### src/pfsws_defines.vh
// Constants shared by the program flash self-write sequencer
`ifndef PFSWS_DEFINES_VH
`define PFSWS_DEFINES_VH

// Core register select codes on the special-function write port
`define PFSWS_SEL_ADDR_LOW 3'h0
`define PFSWS_SEL_ADDR_HIGH 3'h1
`define PFSWS_SEL_DATA_LOW 3'h2
`define PFSWS_SEL_DATA_HIGH 3'h3
`define PFSWS_SEL_CONTROL 3'h4
`define PFSWS_SEL_UNLOCK 3'h5

// Bit positions inside nvm_control
`define PFSWS_CTL_RD 0
`define PFSWS_CTL_WR 1
`define PFSWS_CTL_WRITE_ENABLE_BIT 2
`define PFSWS_CTL_WRITE_ERROR_FLAG 3
`define PFSWS_CTL_FREE 4
`define PFSWS_CTL_LATCH_LOAD_ONLY 5
`define PFSWS_CTL_CONFIG_SPACE_SELECT 6
`define PFSWS_CTL_PROGRAM_MEMORY_SELECT 7

// Control reset value and the part that survives a warm reset
`define PFSWS_CTL_RESET 8'h00
`define PFSWS_CTL_KEEP_MASK 8'h08
`define PFSWS_CTL_WRITE_ERROR_FLAG_MASK 8'h08

// Unlock keys and unlock progress codes
`define PFSWS_UNLOCK_KEY1 8'h55
`define PFSWS_UNLOCK_KEY2 8'haa
`define PFSWS_UNL_NONE 2'h0
`define PFSWS_UNL_GOT1 2'h1
`define PFSWS_UNL_ARMED 2'h2

// Row and latch geometry: 32 words, aligned on low address bits 4:0
`define PFSWS_ROW_IDX_W 5
`define PFSWS_ROW_LAST 5'h1f
`define PFSWS_ROW_ZERO 5'h00
`define PFSWS_ROW_WORDS 32
`define PFSWS_LATCH_BLANK 14'h3fff

// Write-protect field codes and protected-region upper bounds
`define PFSWS_WP_NONE 2'h3
`define PFSWS_WP_LOW 2'h2
`define PFSWS_WP_HALF 2'h1
`define PFSWS_WP_END_LOW 15'h0200
`define PFSWS_WP_END_HALF 15'h2000
`define PFSWS_WP_END_ALL 15'h4000

// Timing: clock rate in MHz and operation times in microseconds
`define PFSWS_CLK_MHZ 125
`define PFSWS_T_ERASE_US 2000
`define PFSWS_T_PROG_US 2000
`define PFSWS_SETUP_CYC 20'h00002
`define PFSWS_CNT_ONE 20'h00001
`define PFSWS_CNT_ZERO 20'h00000
`define PFSWS_IDX_ONE 5'h01
// Default stall lengths: 2000 us each at 125 MHz, sized to the counter
`define PFSWS_ERASE_CYC_DEF 20'h3d090
`define PFSWS_PROG_CYC_DEF 20'h3d090

`endif

### src/pfsws_latches.v
// Bank of 32 program-flash write latches, 14 bits each
`include "pfsws_defines.vh"

module pfsws_latches (
  input wire clk,
  input wire rst_n,
  input wire load_en,
  input wire [4:0] load_idx,
  input wire [13:0] load_data,
  input wire clear_all,
  input wire [4:0] rd_idx,
  output wire [13:0] rd_data
);

  reg [13:0] latch_mem [0:`PFSWS_ROW_WORDS-1];
  integer i;

  // Blank value on reset and after each programming pass
  always @(posedge clk) begin
    if (!rst_n || clear_all) begin
      for (i = 0; i < `PFSWS_ROW_WORDS; i = i + 1) begin
        latch_mem[i] <= `PFSWS_LATCH_BLANK; // [RQ19]
      end
    end else if (load_en) begin
      latch_mem[load_idx] <= load_data;
    end
  end

  // Plain read port; the top registers what it sends out
  assign rd_data = latch_mem[rd_idx];

endmodule // pfsws_latches

### src/pfsws_sequencer.v
// Program flash self-write sequencer: reads, row erase, latch programming
`include "pfsws_defines.vh"

////////////////////////////////////////////////////////////////////////////
// Contract
// RQ1: Software loads address, clears config select, sets program select, then reads.
// RQ2: Second instruction cycle after the read trigger fetches flash; it is ignored.
// RQ3: Read word lands in data registers next cycle and stays until replaced.
// RQ4: Software puts two no-operations after the read trigger.
// RQ5: Program flash reads work regardless of code protection.
// RQ6: Erase acts on whole 32-word rows, low five address bits zero.
// RQ7: Software sets address, selects, erase, write enable, unlocks, then triggers.
// RQ8: Write trigger only acts after 55h then AAh to the unlock port.
// RQ9: Erase-select bit clears when the row erase has finished.
// RQ10: Two setup cycles follow the write trigger; software places two no-operations.
// RQ11: Row erase halts instruction execution about 2 ms; clocks keep running.
// RQ12: After a stall execution resumes at the third instruction after trigger.
// RQ13: Programming never erases; target words must already be blank.
// RQ14: One programming pass writes all 32 row-aligned latches, never crossing rows.
// RQ15: With latch-load-only set, an unlocked trigger just loads one latch.
// RQ16: Latch loads with latch-load-only set do not stall execution.
// RQ17: With latch-load-only clear, trigger loads last latch and programs whole block.
// RQ18: Block programming halts execution about 2 ms during the final word only.
// RQ19: After programming every write latch holds 3FFFh.
// RQ20: Software increments address per load and clears latch-load-only before last.
// RQ21: Read and write triggers are set by software, cleared only by hardware.
// RQ22: Write trigger cannot set unless write enable is already set.
// RQ23: Erase or program only happens outside write-protected segments.
// RQ24: A reset during a write sets the write-error flag; the code sets it on warm reset only, a power-on reset clears it.
// RQ25: Any other register write between unlock and trigger cancels the unlock.
module pfsws_sequencer #(
  parameter [19:0] ERASE_CYCLES = `PFSWS_ERASE_CYC_DEF,
  parameter [19:0] PROG_CYCLES = `PFSWS_PROG_CYC_DEF
) (
  input wire clk,
  input wire rst_n,
  input wire por_n,
  input wire sfr_wr,
  input wire [2:0] sfr_sel,
  input wire [7:0] sfr_wdata,
  input wire [1:0] write_protect_field,
  input wire [13:0] flash_rdata,
  output reg [7:0] nvm_addr_low_r,
  output reg [6:0] nvm_addr_high_r,
  output reg [7:0] nvm_data_low_r,
  output reg [5:0] nvm_data_high_r,
  output reg [7:0] nvm_control_r,
  output reg core_stall_r,
  output reg core_ignore_r,
  output reg flash_rd_r,
  output reg flash_erase_r,
  output reg flash_pw_r,
  output reg [14:0] flash_addr_r,
  output reg [13:0] flash_wdata_r
);

  localparam [2:0] ST_IDLE = 3'h0;
  localparam [2:0] ST_RD_FETCH = 3'h1;
  localparam [2:0] ST_RD_DONE = 3'h2;
  localparam [2:0] ST_SETUP = 3'h3;
  localparam [2:0] ST_XFER = 3'h4;
  localparam [2:0] ST_WAIT = 3'h5;
  localparam [2:0] ST_LOAD_DONE = 3'h6;

  // Write-protect decode: true when the address sits in a locked segment
  function wp_blocks;
    input [14:0] a;
    input [1:0] f;
    begin
      case (f)
        `PFSWS_WP_NONE: wp_blocks = 1'b0;
        `PFSWS_WP_LOW: wp_blocks = (a < `PFSWS_WP_END_LOW);
        `PFSWS_WP_HALF: wp_blocks = (a < `PFSWS_WP_END_HALF);
        default: wp_blocks = (a < `PFSWS_WP_END_ALL);
      endcase
    end
  endfunction

  // Row base of an address: low five bits forced to zero
  function [14:0] row_base;
    input [14:0] a;
    begin
      row_base = {a[14:`PFSWS_ROW_IDX_W], `PFSWS_ROW_ZERO};
    end
  endfunction

  reg [2:0] state_r, state_nxt;
  reg [1:0] unlock_r, unlock_nxt;
  reg [19:0] cnt_r, cnt_nxt;
  reg [4:0] idx_r, idx_nxt;
  reg erase_op_r, erase_op_nxt;
  reg [7:0] ctl_nxt;
  reg [7:0] dlo_nxt;
  reg [5:0] dhi_nxt;
  reg stall_nxt, ignore_nxt, frd_nxt, fer_nxt, fpw_nxt;
  reg [14:0] faddr_nxt;
  reg [13:0] fwdata_nxt;
  reg lat_we, lat_clr;
  wire [13:0] lat_rdata;

  ////////////////////////////////////////////////////////////////////////
  // Decode of core writes and trigger qualification

  wire [14:0] addr = {nvm_addr_high_r, nvm_addr_low_r};
  wire idle = (state_r == ST_IDLE);
  wire wr_ctl = sfr_wr && (sfr_sel == `PFSWS_SEL_CONTROL);
  wire wr_unl = sfr_wr && (sfr_sel == `PFSWS_SEL_UNLOCK);
  // Program space only: config space and data EEPROM are not handled here
  wire pgm_space = nvm_control_r[`PFSWS_CTL_PROGRAM_MEMORY_SELECT] &
                   ~nvm_control_r[`PFSWS_CTL_CONFIG_SPACE_SELECT]; // [RQ1] [RQ7]
  // Code protection is deliberately not consulted for reads
  wire rd_go = idle && wr_ctl && sfr_wdata[`PFSWS_CTL_RD] &&
               pgm_space; // [RQ5] [RQ21]
  // Trigger needs write enable already set and a fresh unlock
  wire wr_go = idle && wr_ctl && sfr_wdata[`PFSWS_CTL_WR] &&
               nvm_control_r[`PFSWS_CTL_WRITE_ENABLE_BIT] && // [RQ22]
               (unlock_r == `PFSWS_UNL_ARMED) && pgm_space; // [RQ8]
  wire is_erase = nvm_control_r[`PFSWS_CTL_FREE];
  wire is_latch_load_only = nvm_control_r[`PFSWS_CTL_LATCH_LOAD_ONLY];
  wire wp_hit = wp_blocks(addr, write_protect_field); // [RQ23]

  ////////////////////////////////////////////////////////////////////////
  // Unlock tracker: 55h then AAh, any other write throws it away

  always @* begin
    unlock_nxt = unlock_r;
    if (wr_unl) begin
      if (sfr_wdata == `PFSWS_UNLOCK_KEY1) begin
        unlock_nxt = `PFSWS_UNL_GOT1; // [RQ8]
      end else if (sfr_wdata == `PFSWS_UNLOCK_KEY2 &&
                   unlock_r == `PFSWS_UNL_GOT1) begin
        unlock_nxt = `PFSWS_UNL_ARMED; // [RQ8]
      end else begin
        unlock_nxt = `PFSWS_UNL_NONE;
      end
    end else if (sfr_wr) begin
      // The trigger write itself also consumes the unlock
      unlock_nxt = `PFSWS_UNL_NONE; // [RQ25]
    end
  end

  ////////////////////////////////////////////////////////////////////////
  // Sequencer next-state logic

  always @* begin
    state_nxt = state_r;
    cnt_nxt = cnt_r;
    idx_nxt = idx_r;
    erase_op_nxt = erase_op_r;
    ctl_nxt = nvm_control_r;
    dlo_nxt = nvm_data_low_r;
    dhi_nxt = nvm_data_high_r;
    stall_nxt = core_stall_r;
    ignore_nxt = 1'b0;
    frd_nxt = 1'b0;
    fer_nxt = 1'b0;
    fpw_nxt = 1'b0;
    faddr_nxt = flash_addr_r;
    fwdata_nxt = flash_wdata_r;
    lat_we = 1'b0;
    lat_clr = 1'b0;
    // Software may rewrite the data pair; a read capture overrides it
    if (sfr_wr && sfr_sel == `PFSWS_SEL_DATA_LOW) begin
      dlo_nxt = sfr_wdata;
    end
    if (sfr_wr && sfr_sel == `PFSWS_SEL_DATA_HIGH) begin
      dhi_nxt = sfr_wdata[5:0];
    end
    // Control writes only land while idle; triggers cannot be cleared
    if (wr_ctl && idle) begin
      ctl_nxt = sfr_wdata;
      ctl_nxt[`PFSWS_CTL_RD] = rd_go; // [RQ21]
      ctl_nxt[`PFSWS_CTL_WR] = wr_go; // [RQ21] [RQ22]
    end
    case (state_r)
      ST_IDLE: begin
        if (rd_go) begin
          frd_nxt = 1'b1;
          faddr_nxt = addr;
          state_nxt = ST_RD_FETCH;
        end else if (wr_go && is_erase) begin
          if (wp_hit) begin
            state_nxt = ST_LOAD_DONE; // [RQ23]
          end else begin
            erase_op_nxt = 1'b1;
            stall_nxt = 1'b1; // [RQ10] [RQ11]
            cnt_nxt = `PFSWS_SETUP_CYC;
            state_nxt = ST_SETUP;
          end
        end else if (wr_go) begin
          // Every trigger loads the latch picked by the low address bits
          lat_we = 1'b1; // [RQ15] [RQ17] [RQ20]
          if (is_latch_load_only || wp_hit) begin
            state_nxt = ST_LOAD_DONE; // [RQ16] [RQ23]
          end else begin
            erase_op_nxt = 1'b0;
            stall_nxt = 1'b1; // [RQ10] [RQ18]
            cnt_nxt = `PFSWS_SETUP_CYC;
            state_nxt = ST_SETUP;
          end
        end
      end
      ST_RD_FETCH: begin
        // Flash is busy this slot, so the core drops that instruction
        ignore_nxt = 1'b1; // [RQ2] [RQ4]
        state_nxt = ST_RD_DONE;
      end
      ST_RD_DONE: begin
        dlo_nxt = flash_rdata[7:0]; // [RQ3]
        dhi_nxt = flash_rdata[13:8]; // [RQ3]
        ctl_nxt[`PFSWS_CTL_RD] = 1'b0; // [RQ21]
        state_nxt = ST_IDLE;
      end
      ST_SETUP: begin
        cnt_nxt = cnt_r - `PFSWS_CNT_ONE;
        if (cnt_r == `PFSWS_CNT_ONE) begin // [RQ10]
          if (erase_op_r) begin
            // Whole row only, whatever the low address bits hold
            fer_nxt = 1'b1; // [RQ6]
            faddr_nxt = row_base(addr); // [RQ6]
            cnt_nxt = ERASE_CYCLES; // [RQ11]
            state_nxt = ST_WAIT;
          end else begin
            idx_nxt = `PFSWS_ROW_ZERO;
            state_nxt = ST_XFER;
          end
        end
      end
      ST_XFER: begin
        // All 32 latches go out, loaded or not, inside one row; no erase
        fpw_nxt = 1'b1; // [RQ13] [RQ14] [RQ17]
        faddr_nxt = row_base(addr) | {10'h000, idx_r}; // [RQ14]
        fwdata_nxt = lat_rdata;
        idx_nxt = idx_r + `PFSWS_IDX_ONE;
        if (idx_r == `PFSWS_ROW_LAST) begin
          cnt_nxt = PROG_CYCLES; // [RQ18]
          state_nxt = ST_WAIT;
        end
      end
      ST_WAIT: begin
        cnt_nxt = cnt_r - `PFSWS_CNT_ONE;
        if (cnt_r == `PFSWS_CNT_ONE) begin
          ctl_nxt[`PFSWS_CTL_WR] = 1'b0; // [RQ21]
          if (erase_op_r) begin
            ctl_nxt[`PFSWS_CTL_FREE] = 1'b0; // [RQ9]
          end else begin
            lat_clr = 1'b1; // [RQ19]
          end
          // Release lets the core go on at the third instruction
          stall_nxt = 1'b0; // [RQ12]
          state_nxt = ST_IDLE;
        end
      end
      ST_LOAD_DONE: begin
        ctl_nxt[`PFSWS_CTL_WR] = 1'b0; // [RQ15] [RQ21]
        state_nxt = ST_IDLE;
      end
      default: begin
        state_nxt = ST_IDLE;
      end
    endcase
  end

  ////////////////////////////////////////////////////////////////////////
  // Registers: power-on clears all, warm reset keeps the error flag

  always @(posedge clk) begin
    if (!por_n || !rst_n) begin
      state_r <= ST_IDLE;
      unlock_r <= `PFSWS_UNL_NONE;
      cnt_r <= `PFSWS_CNT_ZERO;
      idx_r <= `PFSWS_ROW_ZERO;
      erase_op_r <= 1'b0;
      nvm_addr_low_r <= 8'h00;
      nvm_addr_high_r <= 7'h00;
      nvm_data_low_r <= 8'h00;
      nvm_data_high_r <= 6'h00;
      core_stall_r <= 1'b0;
      core_ignore_r <= 1'b0;
      flash_rd_r <= 1'b0;
      flash_erase_r <= 1'b0;
      flash_pw_r <= 1'b0;
      flash_addr_r <= 15'h0000;
      flash_wdata_r <= 14'h0000;
      if (!por_n) begin
        nvm_control_r <= `PFSWS_CTL_RESET;
      end else begin
        // A write cut short by reset leaves a flag for software
        nvm_control_r <= (nvm_control_r & `PFSWS_CTL_KEEP_MASK) |
                         (nvm_control_r[`PFSWS_CTL_WR] ?
                          `PFSWS_CTL_WRITE_ERROR_FLAG_MASK :
                          `PFSWS_CTL_RESET); // [RQ24]
      end
    end else begin
      state_r <= state_nxt;
      unlock_r <= unlock_nxt;
      cnt_r <= cnt_nxt;
      idx_r <= idx_nxt;
      erase_op_r <= erase_op_nxt;
      nvm_control_r <= ctl_nxt;
      nvm_data_low_r <= dlo_nxt;
      nvm_data_high_r <= dhi_nxt;
      core_stall_r <= stall_nxt;
      core_ignore_r <= ignore_nxt;
      flash_rd_r <= frd_nxt;
      flash_erase_r <= fer_nxt;
      flash_pw_r <= fpw_nxt;
      flash_addr_r <= faddr_nxt;
      flash_wdata_r <= fwdata_nxt;
      // Address pair is plain storage; the core is stalled while it matters
      if (sfr_wr && sfr_sel == `PFSWS_SEL_ADDR_LOW) begin
        nvm_addr_low_r <= sfr_wdata;
      end
      if (sfr_wr && sfr_sel == `PFSWS_SEL_ADDR_HIGH) begin
        nvm_addr_high_r <= sfr_wdata[6:0];
      end
    end
  end

  ////////////////////////////////////////////////////////////////////////
  // Write latch bank

  pfsws_latches u_latches (
    .clk(clk),
    .rst_n(rst_n),
    .load_en(lat_we),
    .load_idx(nvm_addr_low_r[4:0]),
    .load_data({nvm_data_high_r, nvm_data_low_r}),
    .clear_all(lat_clr),
    .rd_idx(idx_r),
    .rd_data(lat_rdata)
  );

endmodule // pfsws_sequencer

### config.mk
export PLATFORM = sky130hd
export DESIGN_NAME = pfsws_sequencer
export DESIGN_NICKNAME = d
export VERILOG_FILES = /design/src/pfsws_latches.v /design/src/pfsws_sequencer.v
export VERILOG_INCLUDE_DIRS = /design/src
export SDC_FILE = /design/constraint.sdc
export NUM_CORES = 1
export LEC_CHECK = 0
export ABC_AREA = 1
export BUFFER_PORTS_ARGS = -buffer_cell sky130_fd_sc_hd__buf_2
export CAP_MARGIN = 20
export CORE_UTILIZATION = 38
export CTS_CLUSTER_DIAMETER = 50
export CTS_CLUSTER_SIZE = 10
export DETAILED_ROUTE_END_ITERATION = 6
export MAX_ROUTING_LAYER = met4
export PLACE_DENSITY = 0.63
export SETUP_SLACK_MARGIN = 0.1
export SKIP_CTS_REPAIR_TIMING = 1
export SLEW_MARGIN = 15
export SYNTH_ARGS = -nofsm -noshare
export SYNTH_HDL_FRONTEND = slang
export SYNTH_HIERARCHICAL = 1
export SYNTH_SLANG_ARGS = --single-unit
### constraint.sdc
create_clock -name clk -period 3.6 [get_ports clk]
set_input_delay 0.36 -clock clk [delete_from_list [all_inputs] [get_ports clk]]
set_output_delay 0.36 -clock clk [all_outputs]
set_load 0.005 [all_outputs]
==> impl_metrics.csv <==
group,metric,value,unit
clock_network,clk_latency,610,ps
global_route,grt_usage,21.5,%
run,cap_violations,0,
clock_network,cts_buffer_depth,3,
floorplan,die_w,264,um
synthesis,synth_area_per_cell,9.09,sq um
status,status,"complete, no violations",
route,drt_iter0_markers,1915,
synthesis,synth-main-ff-cell,"edfxtp_1",
critical_path,startpoint_type,"flip-flop",
global_route,antenna_found_initial,0,
synthesis,async_flop_share,0,%
layout,final_layout_size_suffix_gt1_share,13.5,%
global_route,grt_pass1_wl,112000,um
clock_network,cts-root-buf,"clkbuf_16",
floorplan,initial_core_util,38.6,%
floorplan,ioPinCount,102,
power_and_ir_drop,ir_drop,0.000390,V
clock_network,cts_tree,"built",
synthesis,syn-cell-area,26100,sq um
sta,setup-tns-final,0,ps
layout,mostFrequentLayoutCells,"nand2_1, edfxtp_1, nand3_1",
critical_path,critPathArrivalTime,3340,ps
sta,period_needed,3040,ps
synthesis,synth_nets,2900,
sta,finalCritPeriodShare,84.6,%
route,wl,73100,um
critical_path,cpMostUsedCell,"nor2_1",
synthesis,ys_types,46,
sta,hold_violations,0,
route,drt_first_pass_iters,5,
sta,tightestPinTransition,1040,ps
floorplan,fp-row-count,95,
layout,final_common_cell,"nand2_1",
sta,max_slew_margin,30.1,%
layout,area_delta_synth_final,11.8,%
synthesis,yosysTopAreaCellShare,52.3,%
sta,fin_skew,21.7,ps
route,route.vias.total,19800,
global_route,grt_overflow,0,
layout,fillCellCount,6518,
floorplan,die-area,69600,sq um
synthesis,yosysWarnings,6,
clock_network,clk_pin_slew,50,ps
placed_design,portBuffers,101,
clock_network,clock_sinks,550,
floorplan,design.core.area,67500,sq um
power_and_ir_drop,leakage,10.0,nW
hold_path,hp-class,"input port to flip-flop",
route,vias_per_cell,5.19,
synthesis,ys_seq_area_share,59.7,%
synthesis,synth_area_leaders,"edfxtp_1, nand2_1, dfxtp_1",
critical_path,crit_buf_inv,2,
placed_design,place_congestion,0.905,
sta,grt_setup_unrepaired,"false",
critical_path,worst_path_max_delay_cell,"nor3_1",
layout,utilization,43.2,%
synthesis,synth-seq-cells,550,
route,ant_nets,0,
placed_design,hpwl,45500,um
power_and_ir_drop,p_per_area,454,nW/um^2
sta,finalMaxSlewViolations,0,
route,routedWlPerCell,19.2,um
critical_path,cp-end-kind,"flip-flop",
synthesis,synth_top_area_cell,"edfxtp_1",
layout,diodes,0,
global_route,grt_pass1_vias,18700,
critical_path,crit_family,"simple AND/OR/NAND/NOR gates",
power_and_ir_drop,total_power,0.0132,W
critical_path,slowest_delay,480,ps
sta,fmax,0.329,GHz
clock_network,cts_made_buffers,66,
critical_path,path_cells,"nor2_1, inv_1, nor2_1, nand2_2, nor3_1, nand2_4, nor2_8, nand2_8, o21ai_1, buf_4",
synthesis,synth_cells,2865,
synthesis,synth-edff-count,454,
critical_path,critPathRequiredTime,3900,ps
clock_network,htree_levels,3,
layout,nNetsFinal,2941,
critical_path,setup.worst_path.class,"flip-flop to flip-flop",
floorplan,die_y,264,um
sta,setup_viol,0,
critical_path,cp_max_fo,16,
global_route,grt_max_degree,115,
route,drc_errors,0,
## cells in the mapped netlist (all sizes together) (2+ instances only)
master,n
nand2,1250
edfxtp,454
nand3,385
nor2,132
buf,112
inv,106
o21ai,104
dfxtp,96
clkbuf,87
a21oi,61
nor3,22
a31oi,13
nor4,6
xor2,6
nand4,5
clkinv,4
ha,4
or2,4
a22oi,3
a211oi,2
o21bai,2
o31ai,2
xnor2,2
## through the flow
stage	cell area [sq um]	hold slack [ps]	std cells	setup WS [ps]
global route	29100	12.7	3808	346
detailed placement	27300	432	3711	470
global placement	27300	430	3711	512
floorplan	26100	440	2865	394
CTS	29100	-2.53	3808	523
finish	29100	21.6	3808	556
## registers in the layout (all words and copies together), names as in the netlist, 2 cells and up
register / cells
nvm_data_high_r: 6
nvm_data_low_r: 8
nvm_control_r: 8
state_r: 3
unlock_r: 2
idx_r: 5
flash_addr_r: 15
u_latches/latch_mem: 448
cnt_r: 20
nvm_addr_low_r: 8
nvm_addr_high_r: 7
flash_wdata_r: 14
## power breakdown
group          internal (W)  switching (W)
registers           0.00688      0.0000150
clock network       0.00346        0.00254
logic             0.0000762       0.000240
total                0.0104        0.00279
## area by class of cell
cell class	instances	area, sq um	share of cell area (%)
Multi-Input combinational cell	2006	9080	31.2
Sequential cell	550	15600	53.4
Clock buffer	89	1790	6.15
Timing Repair Buffer	172	1100	3.78
Inverter	110	422	1.45
Tap cell	873	1090	3.75
Clock inverter	8	81.3	0.279
## worst paths after layout
| check | start | endpoint | slack (ps) | cells after the start |
|---|---|---|---|---|
| min reg2reg | flash_addr_r[12]$_SDFFE_PP0P_ | flash_addr_r[12]$_SDFFE_PP0P_ | 440 | 2 |
| max reg2reg | nvm_control_r[6]$_SDFFCE_PP0P_ | u_latches/latch_mem[11][6]$_SDFFCE_PN1P_ | 560 | 10 |
| min | flash_rdata[4] | nvm_data_low_r[4]$_SDFFE_PP0P_ | 20 | 3 |
| max | nvm_control_r[6]$_SDFFCE_PP0P_ | u_latches/latch_mem[11][6]$_SDFFCE_PN1P_ | 560 | 10 |
## cells by family (layout without fill, tap and decap cells)
logic type / count (synthesis) / count (layout) / share of synthesized area (%)
adders and majority gates: 4 / 4 / 0.192
AOI/OAI and AO/OA: 188 / 188 / 3.78
and+or+nand+nor: 1806 / 1806 / 30.6
DFF: 550 / 550 / 59.7
buffers and inverters: 309 / 379 / 5.45
xor gates and xnor gates: 8 / 8 / 0.269
## tightest hold or removal path, delay by kind of cell
kind	cells	cell delay, ps
and+or+nand+nor	1	50
AOI/OAI and AO/OA	1	70
buffers and inverters	1	90
## per-layer routing
metal  global-route usage, %  share of wire (%)  vias up
met5                       -                  0        -
met4                    7.12                2.4        0
met3                    3.17                7.1      117
met2                    32.6                 46      732
met1                    29.4                 44     9374
li1                        -                  -     9551
(Power assumes the default switching activity.)
